[config.mk]
export PLATFORM = sky130hd
export DESIGN_NAME = rf_link_status_gain_ctrl
export DESIGN_NICKNAME = d
export VERILOG_FILES = /design/src/verilog/rf_gain_pkg.sv /design/src/verilog/rf_link_status_gain_ctrl.sv
export SDC_FILE = /design/constraint.sdc
export NUM_CORES = 1
export LEC_CHECK = 0
export BUFFER_PORTS_ARGS = -buffer_cell sky130_fd_sc_hd__buf_4
export CAP_MARGIN = 20
export CORE_ASPECT_RATIO = 1.4
export CORE_MARGIN = 1
export CORE_UTILIZATION = 54
export DETAILED_ROUTE_END_ITERATION = 16
export PLACE_DENSITY = 0.8
export SYNTH_ARGS = -nofsm -noshare
export SYNTH_HDL_FRONTEND = slang
export SYNTH_SLANG_ARGS = --single-unit
[constraint.sdc]
create_clock -name CLK_I -period 3.8 [get_ports CLK_I]
set_clock_uncertainty 0.2 [all_clocks]
set_input_delay 0.38 -clock CLK_I [delete_from_list [all_inputs] [get_ports CLK_I]]
set_output_delay 0.38 -clock CLK_I [all_outputs]
set_load 0.05 [all_outputs]
[src/verilog/rf_gain_pkg.sv]
// Constants shared by the Rf_link_status and receive-gain control register bank.
// Assumes 32-bit APB data and one register per aligned word.
`default_nettype none
package rf_gain_pkg;

    // ****************************************
    // Register indices; byte address = 4 * index
    // ****************************************
    localparam logic [7:0]  IDX_RF_LINK_STATUS      = 8'h1D;
    localparam logic [7:0]  IDX_GAIN_CONTROL_CONFIG = 8'h1E;
    localparam logic [7:0]  IDX_STATIC_GAIN         = 8'h1F;
    localparam logic [7:0]  IDX_FIELD_DRIVE_CTRL    = 8'h30;
    localparam int          ADDR_W                  = 12;
    localparam int          ADDR_LSB                = 2;

    // ****************************************
    // Status word fields
    // ****************************************
    localparam int          ST_PHASE_LSB            = 24;
    localparam int          ST_STEP_LSB             = 20;
    localparam int          ST_LOCK_BIT             = 19;
    localparam int          ST_CRC_OK_BIT           = 18;
    localparam int          ST_OWN_FIELD_BIT        = 17;
    localparam int          ST_EXT_FIELD_BIT        = 16;
    localparam int          ST_FAULT_LSB            = 13;
    localparam int          ST_RX_ARMED_BIT         = 12;
    localparam int          ST_TX_BUSY_BIT          = 11;
    localparam int          ST_RX_BUSY_BIT          = 10;
    localparam int          ST_GAIN_LSB             = 0;

    // ****************************************
    // Configuration word fields
    // ****************************************
    localparam int          CF_SETPOINT_LSB         = 14;
    localparam int          CF_PERIOD_LSB           = 4;
    localparam int          CF_SOURCE_BIT           = 3;
    localparam int          CF_LOAD_BIT             = 2;
    localparam int          CF_CHOICE_BIT           = 1;
    localparam int          CF_LOOP_ON_BIT          = 0;

    // ****************************************
    // Static gain and field drive word fields
    // ****************************************
    localparam int          SG_READER_LSB           = 10;
    localparam int          SG_CARD_LSB             = 0;
    localparam int          FD_REQUEST_BIT          = 0;

    // ****************************************
    // Widths, encodings and reset values
    // ****************************************
    localparam int          GAIN_W                  = 10;
    localparam int          PERIOD_W                = 10;
    localparam logic [2:0]  PHASE_IDLE              = 3'h0;
    localparam logic [2:0]  FAULT_NONE              = 3'h0;
    localparam logic [2:0]  FAULT_FIRST             = 3'h1;
    localparam logic [2:0]  FAULT_LAST              = 3'h4;
    localparam logic [1:0]  SETPOINT_RESET          = 2'h0;
    localparam logic [9:0]  GAIN_RESET              = 10'h000;
    localparam logic [9:0]  GAIN_MAX                = 10'h3FF;
    localparam logic [9:0]  PERIOD_RESET            = 10'h000;
    localparam logic [31:0] WORD_ZERO               = 32'h0000_0000;

endpackage
`default_nettype wire

[src/verilog/rf_link_status_gain_ctrl.sv]
// RF link status word and receive-gain control loop behind an APB slave.
// Assumes status sources on CLK_I except the RF clock, detector and comparator pins.
//
// The APB register port was decided locally.
`timescale 1ns/100ps
`default_nettype none

module rf_link_status_gain_ctrl
    import rf_gain_pkg::*;
#(
    parameter int              CRC_W          = 16,
    parameter logic [15:0]     CRC_RESIDUE    = 16'h0000,
    parameter int              EXT_FILTER_LEN = 4
) (
    input  wire logic          CLK_I,
    input  wire logic          RST_B_I,
    input  wire logic          PSEL_I,
    input  wire logic          PENABLE_I,
    input  wire logic          PWRITE_I,
    input  wire logic [11:0]   PADDR_I,
    input  wire logic [31:0]   PWDATA_I,
    output logic      [31:0]   PRDATA_O,
    output logic               PREADY_O,
    output logic               PSLVERR_O,
    input  wire logic [2:0]    TRX_PHASE_I,
    input  wire logic [3:0]    POWER_STEP_I,
    input  wire logic          RF_ON_I,
    input  wire logic          RF_FREQ_OK_I,
    input  wire logic          PLL_LOCKED_I,
    input  wire logic [15:0]   CRC_VALUE_I,
    input  wire logic          CRC_INVERTED_I,
    input  wire logic          DRIVERS_ON_I,
    input  wire logic          EXT_FIELD_RAW_I,
    input  wire logic          PEER_FAULT_VALID_I,
    input  wire logic [2:0]    PEER_FAULT_CODE_I,
    input  wire logic          RX_DECODER_READY_I,
    input  wire logic          TX_ENCODER_BUSY_I,
    input  wire logic          RX_DECODER_BUSY_I,
    input  wire logic          CLK_RF_I,
    input  wire logic          RX_ABOVE_SETPOINT_I,
    output logic      [1:0]    GAIN_SETPOINT_SEL_O,
    output logic      [9:0]    RX_DIVIDER_O,
    output logic               FIELD_DRIVER_ON_REQUEST_O
);

    // ****************************************
    // Elaboration checks
    // ****************************************
    if (CRC_W < 1 || CRC_W > 16) begin : g_bad_crc
        $error("CRC_W must lie in 1..16");
    end
    if (EXT_FILTER_LEN < 1 || EXT_FILTER_LEN > 255) begin : g_bad_filter
        $error("EXT_FILTER_LEN must lie in 1..255");
    end

    // ****************************************
    // Address decode
    // ****************************************
    function automatic logic hit(input logic [11:0] addr, input logic [7:0] idx);
        hit = (addr[ADDR_LSB-1:0] == 2'b00) && (addr[ADDR_W-1:ADDR_LSB] == {2'b00, idx});
    endfunction

    logic                 setup_phase;
    logic                 access_phase;
    logic                 wr_cfg;
    logic                 wr_static;
    logic                 wr_drive;
    logic                 mapped;

    assign setup_phase  = PSEL_I && !PENABLE_I;
    assign access_phase = PSEL_I && PENABLE_I;
    assign mapped       = hit(PADDR_I, IDX_RF_LINK_STATUS) || hit(PADDR_I, IDX_GAIN_CONTROL_CONFIG)
                       || hit(PADDR_I, IDX_STATIC_GAIN) || hit(PADDR_I, IDX_FIELD_DRIVE_CTRL);
    // Zero wait states: every access completes in its first access cycle
    assign PREADY_O     = 1'b1;
    assign wr_cfg       = access_phase && PWRITE_I && hit(PADDR_I, IDX_GAIN_CONTROL_CONFIG);
    assign wr_static    = access_phase && PWRITE_I && hit(PADDR_I, IDX_STATIC_GAIN);
    assign wr_drive     = access_phase && PWRITE_I && hit(PADDR_I, IDX_FIELD_DRIVE_CTRL);

    // ****************************************
    // Pin synchronisers
    // ****************************************
    logic [1:0]           rf_clk_sync;
    logic                 rf_clk_prev;
    logic [1:0]           ext_sync;
    logic [1:0]           above_sync;
    logic                 rf_tick;

    always_ff @(posedge CLK_I or negedge RST_B_I) begin
        if (!RST_B_I) begin
            rf_clk_sync <= 2'b00;
            rf_clk_prev <= 1'b0;
            ext_sync    <= 2'b00;
            above_sync  <= 2'b00;
        end else begin
            rf_clk_sync <= {rf_clk_sync[0], CLK_RF_I};
            rf_clk_prev <= rf_clk_sync[1];
            ext_sync    <= {ext_sync[0], EXT_FIELD_RAW_I};
            above_sync  <= {above_sync[0], RX_ABOVE_SETPOINT_I};
        end
    end

    // 13.56 MHz rising edge seen from the fast clock
    assign rf_tick = rf_clk_sync[1] && !rf_clk_prev;

    // ****************************************
    // External field filter
    // ****************************************
    // Level must stand steady this long; short detector glitches are dropped
    logic [7:0]           ext_count;
    logic                 ext_field;

    always_ff @(posedge CLK_I or negedge RST_B_I) begin
        if (!RST_B_I) begin
            ext_count <= 8'h00;
            ext_field <= 1'b0;
        end else if (ext_sync[1] == ext_field) begin
            ext_count <= 8'h00;
        end else if (ext_count == 8'(EXT_FILTER_LEN - 1)) begin
            ext_count <= 8'h00;
            ext_field <= ext_sync[1];
        end else begin
            ext_count <= ext_count + 8'h01;
        end
    end

    // ****************************************
    // Status capture
    // ****************************************
    logic [2:0]           trx_phase;
    logic [3:0]           power_control_step;
    logic                 rf_clock_lock_ok;
    logic                 crc_ok;
    logic                 own_field_on;
    logic                 rx_armed;
    logic                 tx_busy;
    logic                 rx_busy;
    logic                 next_crc_ok;

    // Only the low CRC_W bits carry the running check-sum
    always_comb begin
        if (CRC_INVERTED_I) begin
            next_crc_ok = (CRC_VALUE_I[CRC_W-1:0] == CRC_RESIDUE[CRC_W-1:0]);
        end else begin
            next_crc_ok = (CRC_VALUE_I[CRC_W-1:0] == '0);
        end
    end

    always_ff @(posedge CLK_I or negedge RST_B_I) begin
        if (!RST_B_I) begin
            trx_phase          <= PHASE_IDLE;
            power_control_step <= 4'h0;
            rf_clock_lock_ok   <= 1'b0;
            crc_ok             <= 1'b0;
            own_field_on       <= 1'b0;
            rx_armed           <= 1'b0;
            tx_busy            <= 1'b0;
            rx_busy            <= 1'b0;
        end else begin
            trx_phase          <= TRX_PHASE_I;
            power_control_step <= POWER_STEP_I;
            rf_clock_lock_ok   <= RF_ON_I && RF_FREQ_OK_I && PLL_LOCKED_I;
            crc_ok             <= next_crc_ok;
            own_field_on       <= DRIVERS_ON_I;
            rx_armed           <= RX_DECODER_READY_I;
            tx_busy            <= TX_ENCODER_BUSY_I;
            rx_busy            <= RX_DECODER_BUSY_I;
        end
    end

    // ****************************************
    // Peer-mode fault cause
    // ****************************************
    logic [2:0]           peer_mode_fault_code;
    logic                 fault_legal;
    logic                 drive_request_set;

    assign fault_legal       = PEER_FAULT_VALID_I && (PEER_FAULT_CODE_I >= FAULT_FIRST)
                            && (PEER_FAULT_CODE_I <= FAULT_LAST);
    assign drive_request_set = wr_drive && PWDATA_I[FD_REQUEST_BIT];

    // A fault arriving with the clearing write wins, so it is never lost
    always_ff @(posedge CLK_I or negedge RST_B_I) begin
        if (!RST_B_I) begin
            peer_mode_fault_code <= FAULT_NONE;
        end else if (fault_legal) begin
            peer_mode_fault_code <= PEER_FAULT_CODE_I;
        end else if (drive_request_set) begin
            peer_mode_fault_code <= FAULT_NONE;
        end
    end

    always_ff @(posedge CLK_I or negedge RST_B_I) begin
        if (!RST_B_I) begin
            FIELD_DRIVER_ON_REQUEST_O <= 1'b0;
        end else if (wr_drive) begin
            FIELD_DRIVER_ON_REQUEST_O <= PWDATA_I[FD_REQUEST_BIT];
        end
    end

    // ****************************************
    // Configuration registers
    // ****************************************
    logic [1:0]           gain_setpoint_sel;
    logic [9:0]           gain_period_count;
    logic                 static_gain_source;
    logic                 fixed_gain_choice;
    logic                 gain_loop_on;
    logic [9:0]           reader_static_gain;
    logic [9:0]           card_static_gain;
    logic                 static_gain_load;

    always_ff @(posedge CLK_I or negedge RST_B_I) begin
        if (!RST_B_I) begin
            gain_setpoint_sel  <= SETPOINT_RESET;
            gain_period_count  <= PERIOD_RESET;
            static_gain_source <= 1'b0;
            fixed_gain_choice  <= 1'b0;
            gain_loop_on       <= 1'b0;
        end else if (wr_cfg) begin
            gain_setpoint_sel  <= PWDATA_I[CF_SETPOINT_LSB +: 2];
            gain_period_count  <= PWDATA_I[CF_PERIOD_LSB +: PERIOD_W];
            static_gain_source <= PWDATA_I[CF_SOURCE_BIT];
            fixed_gain_choice  <= PWDATA_I[CF_CHOICE_BIT];
            gain_loop_on       <= PWDATA_I[CF_LOOP_ON_BIT];
        end
    end

    always_ff @(posedge CLK_I or negedge RST_B_I) begin
        if (!RST_B_I) begin
            reader_static_gain <= GAIN_RESET;
            card_static_gain   <= GAIN_RESET;
        end else if (wr_static) begin
            reader_static_gain <= PWDATA_I[SG_READER_LSB +: GAIN_W];
            card_static_gain   <= PWDATA_I[SG_CARD_LSB +: GAIN_W];
        end
    end

    // Load pulse lasts one cycle; the bit never reads back as 1
    always_ff @(posedge CLK_I or negedge RST_B_I) begin
        if (!RST_B_I) begin
            static_gain_load <= 1'b0;
        end else begin
            static_gain_load <= wr_cfg && PWDATA_I[CF_LOAD_BIT];
        end
    end

    assign GAIN_SETPOINT_SEL_O = gain_setpoint_sel;

    // ****************************************
    // Gain update period
    // ****************************************
    // Period below four is not guarded; the loop just runs faster
    logic [9:0]           period_count;
    logic                 period_done;

    assign period_done = rf_tick && (period_count == gain_period_count);

    always_ff @(posedge CLK_I or negedge RST_B_I) begin
        if (!RST_B_I) begin
            period_count <= PERIOD_RESET;
        end else if (!gain_loop_on || period_done) begin
            period_count <= PERIOD_RESET;
        end else if (rf_tick) begin
            period_count <= period_count + 10'h001;
        end
    end

    // ****************************************
    // Gain level and receive divider
    // ****************************************
    logic [9:0]           gain_level;
    logic [9:0]           selected_static;
    logic [9:0]           next_gain_level;

    assign selected_static = static_gain_source ? reader_static_gain : card_static_gain;

    always_comb begin
        next_gain_level = gain_level;
        if (static_gain_load) begin
            next_gain_level = selected_static;
        end else if (gain_loop_on && period_done) begin
            if (above_sync[1] && gain_level != GAIN_MAX) begin
                next_gain_level = gain_level + 10'h001;
            end else if (!above_sync[1] && gain_level != GAIN_RESET) begin
                next_gain_level = gain_level - 10'h001;
            end
        end else if (!gain_loop_on && !fixed_gain_choice) begin
            // Choice 0 only changes on load, so writing the choice bit moves nothing
            next_gain_level = gain_level;
        end else begin
            next_gain_level = gain_level;
        end
    end

    always_ff @(posedge CLK_I or negedge RST_B_I) begin
        if (!RST_B_I) begin
            gain_level <= GAIN_RESET;
        end else begin
            gain_level <= next_gain_level;
        end
    end

    assign RX_DIVIDER_O = gain_level;

    // ****************************************
    // Read path
    // ****************************************
    logic [31:0]          status_word;
    logic [31:0]          config_word;
    logic [31:0]          static_word;
    logic [31:0]          drive_word;
    logic [31:0]          next_rdata;

    always_comb begin
        status_word = WORD_ZERO;
        status_word[ST_PHASE_LSB +: 3]    = trx_phase;
        status_word[ST_STEP_LSB +: 4]     = power_control_step;
        status_word[ST_LOCK_BIT]          = rf_clock_lock_ok;
        status_word[ST_CRC_OK_BIT]        = crc_ok;
        status_word[ST_OWN_FIELD_BIT]     = own_field_on;
        status_word[ST_EXT_FIELD_BIT]     = ext_field;
        status_word[ST_FAULT_LSB +: 3]    = peer_mode_fault_code;
        status_word[ST_RX_ARMED_BIT]      = rx_armed;
        status_word[ST_TX_BUSY_BIT]       = tx_busy;
        status_word[ST_RX_BUSY_BIT]       = rx_busy;
        status_word[ST_GAIN_LSB +: GAIN_W] = gain_level;
        config_word = WORD_ZERO;
        config_word[CF_SETPOINT_LSB +: 2]  = gain_setpoint_sel;
        config_word[CF_PERIOD_LSB +: PERIOD_W] = gain_period_count;
        config_word[CF_SOURCE_BIT]         = static_gain_source;
        config_word[CF_CHOICE_BIT]         = fixed_gain_choice;
        config_word[CF_LOOP_ON_BIT]        = gain_loop_on;
        static_word = WORD_ZERO;
        static_word[SG_READER_LSB +: GAIN_W] = reader_static_gain;
        static_word[SG_CARD_LSB +: GAIN_W]   = card_static_gain;
        drive_word = WORD_ZERO;
        drive_word[FD_REQUEST_BIT]         = FIELD_DRIVER_ON_REQUEST_O;
    end

    always_comb begin
        next_rdata = WORD_ZERO;
        if (hit(PADDR_I, IDX_RF_LINK_STATUS)) begin
            next_rdata = status_word;
        end else if (hit(PADDR_I, IDX_GAIN_CONTROL_CONFIG)) begin
            next_rdata = config_word;
        end else if (hit(PADDR_I, IDX_STATIC_GAIN)) begin
            next_rdata = static_word;
        end else if (hit(PADDR_I, IDX_FIELD_DRIVE_CTRL)) begin
            next_rdata = drive_word;
        end
    end

    // Data captured in setup so the access phase sees a flip-flop
    always_ff @(posedge CLK_I or negedge RST_B_I) begin
        if (!RST_B_I) begin
            PRDATA_O  <= WORD_ZERO;
            PSLVERR_O <= 1'b0;
        end else if (setup_phase) begin
            PRDATA_O  <= PWRITE_I ? WORD_ZERO : next_rdata;
            PSLVERR_O <= !mapped;
        end else if (!PSEL_I) begin
            PSLVERR_O <= 1'b0;
        end
    end

endmodule
`default_nettype wire

==> impl_metrics.xml <==
<?xml version="1.0" encoding="UTF-8"?>
<metrics>
  <group name="grt">
    <metric name="first_global_vias" unit="">4793</metric>
    <metric name="groute.usage.overall" unit="%">28.7</metric>
    <metric name="met3_usage" unit="%">6.56</metric>
    <metric name="grt_pass1_wl" unit="um">23400</metric>
    <metric name="grt_overflow_total" unit="">0</metric>
    <metric name="grt_antenna_before_repair" unit="">0</metric>
    <metric name="grt_met1_use" unit="%">32.4</metric>
    <metric name="grt_util_met2" unit="%">51.6</metric>
    <metric name="grt_max_degree" unit="">61</metric>
    <metric name="global_route.peak_usage_layer" unit="">met2</metric>
  </group>
  <group name="place">
    <metric name="hpwl" unit="um">10000</metric>
    <metric name="preCtsSetupSlack" unit="ns">0.578</metric>
    <metric name="global_placer_s_final_weighted_congestion" unit="">0.862</metric>
    <metric name="port-buffer-count" unit="">114</metric>
  </group>
  <group name="route">
    <metric name="ant_nets" unit="">0</metric>
    <metric name="drc" unit="">0</metric>
    <metric name="routed_wire_length_per_instance" unit="um">18.0</metric>
    <metric name="detailedRoute.firstPassIterationCount" unit="">5</metric>
    <metric name="first_iter_violations" unit="">304</metric>
    <metric name="dr_total_vias" unit="">4580</metric>
    <metric name="route.detailed.vias_per_inst" unit="">5.68</metric>
    <metric name="drt-total-wl" unit="um">14500</metric>
  </group>
  <group name="logic_synthesis">
    <metric name="yosys.area_share.simple" unit="%">13.8</metric>
    <metric name="yosys.area.top_type_share" unit="%">51.2</metric>
    <metric name="synth.area.mux_share" unit="%">10.4</metric>
    <metric name="synth_adder_area_share" unit="%">2.54</metric>
    <metric name="synthesis.area_per_instance" unit="um^2">11.0</metric>
    <metric name="synth-edff-count" unit="">0</metric>
    <metric name="ys_async_sr_fraction" unit="%">100</metric>
    <metric name="synth_sequential_area_ratio" unit="%">51.2</metric>
    <metric name="post_synth_xor_area_fraction" unit="%">5.20</metric>
    <metric name="synth_flop_cell" unit="">sky130_fd_sc_hd__dfrtp_1</metric>
    <metric name="synth-warning-count" unit="">0</metric>
    <metric name="synth_top_family_by_area" unit="">simple AND/OR/NAND/NOR gates</metric>
    <metric name="synth_compound_gate_area_share" unit="%">12.8</metric>
    <metric name="post_synth_main_area_contributors" unit="">sky130_fd_sc_hd__dfrtp_1, sky130_fd_sc_hd__nand2_1, sky130_fd_sc_hd__mux2_2</metric>
    <metric name="ys_seq_elements" unit="">117</metric>
    <metric name="synthesis.area" unit="mm^2">0.00572</metric>
    <metric name="synth_top_cell_by_area" unit="">sky130_fd_sc_hd__dfrtp_1</metric>
    <metric name="synthCells" unit="">520</metric>
    <metric name="synth.distinct_cells" unit="">52</metric>
  </group>
  <group name="layout">
    <metric name="fill_cells" unit="">742</metric>
    <metric name="final_layout_size_suffix_gt1_share" unit="%">28.0</metric>
    <metric name="synthToLayoutAreaGrowth" unit="%">30.9</metric>
    <metric name="final_nets" unit="">753</metric>
    <metric name="num_antenna_cells" unit="">0</metric>
    <metric name="multi_input_gate_area_in_the_final_layout" unit="mm^2">0.00258</metric>
    <metric name="area_taken_by_flip_flops_and_latches" unit="mm^2">0.00293</metric>
  </group>
  <group name="power_and_ir_drop">
    <metric name="total_leakage_power" unit="uW">0.00360</metric>
    <metric name="report.power.total" unit="uW">3220</metric>
    <metric name="p_per_area" unit="mW/mm^2">429</metric>
    <metric name="worst_ir_drop_vdd" unit="mV">0.332</metric>
  </group>
  <group name="timing">
    <metric name="final-max-slew-violation-count" unit="">0</metric>
    <metric name="unrepaired_setup_endpoints_after_global_routing" unit="">false</metric>
    <metric name="timing.final.crit_share" unit="%">86.1</metric>
    <metric name="post-route-worst-setup-slack" unit="ns">0.528</metric>
    <metric name="max_slew_margin" unit="%">48.9</metric>
    <metric name="final_count_of_negative_setup_slack_endpoints" unit="">0</metric>
    <metric name="finalWorstPathRequiredPeriod" unit="ns">3.27</metric>
    <metric name="timing_worst_slew_pin_value" unit="ns">0.766</metric>
    <metric name="fmax" unit="GHz">0.306</metric>
    <metric name="count_of_endpoints_failing_hold_in_the_final_timing_report" unit="">0</metric>
    <metric name="finalSetupTns" unit="ns">0</metric>
  </group>
  <group name="floorplan">
    <metric name="count_of_pins_on_the_block_boundary" unit="">134</metric>
    <metric name="floorplan.die.width" unit="um">89.0</metric>
    <metric name="initial_core_util" unit="%">55.3</metric>
    <metric name="die_height" unit="um">124</metric>
    <metric name="core-area" unit="mm^2">0.0103</metric>
    <metric name="rows" unit="">44</metric>
    <metric name="design.die.area" unit="mm^2">0.0110</metric>
  </group>
  <group name="clock_tree">
    <metric name="tritoncts" unit="">yes</metric>
    <metric name="ctsRootBufferMaster" unit="">sky130_fd_sc_hd__clkbuf_16</metric>
    <metric name="cts_num_sinks" unit="">117</metric>
    <metric name="clkTransAtPathRegs" unit="ns">0.05</metric>
    <metric name="cts-htree-levels" unit="">4</metric>
    <metric name="cts_hold_buf" unit="">24</metric>
    <metric name="cts.path.max_buffers" unit="">2</metric>
    <metric name="tritoncts.num_buffers" unit="">17</metric>
    <metric name="cts.repair.resized" unit="">0</metric>
    <metric name="worstSkewPairLatency" unit="ns">0.41</metric>
    <metric name="cts_setup_buffers" unit="">0</metric>
  </group>
  <group name="setup_path">
    <metric name="timing.critical_path.slowest_cell_delay" unit="ns">0.51</metric>
    <metric name="slowest_stage" unit="">sky130_fd_sc_hd__dfrtp_1</metric>
    <metric name="critical_path_buf_inv_count" unit="">0</metric>
    <metric name="worstSetupStartpointType" unit="">flop</metric>
    <metric name="crit_path_cell_trace" unit="">nand4_1 -&gt; nor3_1 -&gt; nand2b_1 -&gt; ha_1 -&gt; a21oi_2 -&gt; o211ai_1 -&gt; o41ai_2 -&gt; xnor2_1 -&gt; and3_1 -&gt; o31a_1</metric>
    <metric name="timing.setup.critical_path_class" unit="">reg -&gt; reg</metric>
    <metric name="crit_arrival" unit="ns">3.37</metric>
    <metric name="worst_path_dominant_cell_family" unit="">simple AND/OR/NAND/NOR gates</metric>
    <metric name="worst_ep_required_time" unit="ns">3.89</metric>
    <metric name="end_kind" unit="">flop</metric>
    <metric name="crit_path_max_fanout" unit="">10</metric>
  </group>
  <group name="status">
    <metric name="outcome" unit="">completed</metric>
  </group>
  <group name="min_path">
    <metric name="class_of_the_worst_hold_path" unit="">in -&gt; reg</metric>
  </group>
  <group name="job">
    <metric name="maxCapViolations" unit="">0</metric>
  </group>
</metrics>
## cell type report
cell class                      count  share of cell area [%]
Clock buffer                       18                    5.86
Multi-Input combinational cell    364                    34.5
Sequential cell                   117                    39.1
Timing Repair Buffer              141                    15.1
Clock inverter                     14                    2.46
Inverter                           14                   0.702
Tap cell                          138                    2.31
## placed cells by master (no fill, tap or decap), drive strengths merged, types with 2 or more instances in the layout
master       Yosys  routed
dfrtp          117     117
buf             19     117
nand2           59      59
nor2            41      41
mux2            35      35
a21oi           26      26
dlygate4sd3      0      24
xnor2           23      23
o21ai           23      23
mux2i           20      20
clkbuf          10      18
o41ai           17      17
and3            15      15
inv             14      14
o21a            13      13
xor2            11      11
nand3           10      10
ha              10      10
nor4             7       7
conb             2       6
clkinv           0       6
nand4            5       5
nor3             5       5
clkinvlp         0       4
bufinv           0       4
nand2b           4       4
nor4b            3       3
or3              3       3
a211oi           3       3
a22oi            3       3
a32o             3       3
and4             2       2
a21o             2       2
o211ai           2       2
## synthesized netlist by cell type (all sizes together) (2+ instances only)
cell and instances:
a22oi 3, clkbuf 10, nor4 7, a21o 2, and3 15, mux2i 20
a32o 3, nor2 41, a211oi 3, xnor2 23, conb 2, buf 19
nor3 5, nand2b 4, nand3 10, ha 10, o41ai 17, o211ai 2
and4 2, nand2 59, o21ai 23, nand4 5, o21a 13, dfrtp 117
inv 14, mux2 35, xor2 11, a21oi 26, nor4b 3, or3 3
## worst register-to-register path, cell delays in order (launching register included)
cell	delay (ns)
sky130_fd_sc_hd__dfrtp_1	0.51
sky130_fd_sc_hd__nand4_1	0.15
sky130_fd_sc_hd__nor3_1	0.21
sky130_fd_sc_hd__nand2b_1	0.42
sky130_fd_sc_hd__ha_1	0.33
sky130_fd_sc_hd__a21oi_2	0.16
sky130_fd_sc_hd__o211ai_1	0.18
sky130_fd_sc_hd__o41ai_2	0.40
sky130_fd_sc_hd__xnor2_1	0.16
sky130_fd_sc_hd__and3_1	0.21
sky130_fd_sc_hd__o31a_1	0.24
## kinds of logic after synthesis
logic type,Yosys count
AOI/OAI and AO/OA,98
xor gates and xnor gates,34
adders and majority gates,11
buffers and inverters,43
DFF,117
muxes,55
other,2
and+or+nand+nor,160
## flip-flops by register name, indices dropped and copies added (netlist names), 4 cells and up
signal	flops
PRDATA_O	27
RX_DIVIDER_O	10
card_static_gain	10
gain_period_count	10
period_count	10
reader_static_gain	10
ext_count	8
power_control_step	4
## where the power goes
| part | total (uW) | switching, uW | internal, uW |
|---|---|---|---|
| clock | 1670 | 562 | 1110 |
| combinational | 242 | 131 | 111 |
| sequential | 1300 | 24.2 | 1280 |
## worst paths after layout
kind | start | end | slack, ns | cells past startpoint
max in group asynchronous | RST_B_I | card_static_gain[6] | 2.25 | 3
hold reg to reg | above_sync[0] | above_sync[1] | 0.15 | 0
hold / removal | PWDATA_I[3] | static_gain_source | 0.004 | 2
min in group asynchronous | RST_B_I | ext_field | 0.36 | 2
setup / recovery | RX_DIVIDER_O[0] | RX_DIVIDER_O[9] | 0.53 | 10
setup reg to reg | RX_DIVIDER_O[0] | RX_DIVIDER_O[9] | 0.53 | 10
## per-stage QoR
stage                     util, %  cells  hold slack, ns  area, um^2
after detailed placement     64.0    750           0.141        6630
final                        72.4    806         0.00380        7490
after global placement       64.0    750           0.134        6630
after CTS                    72.4    806       0.0000197        7490
after floorplan                 -    524          -0.116        5740
after global routing         72.4    806        0.000346        7490
## metal layers
layer  vias up  share of wire [%]
met1      2302                 38
met5         -                  0
met2       138                 54
met3        31                4.7
met4         0                2.5
li1       2109                  -
No activity file was read; power rests on OpenSTA's default activity.
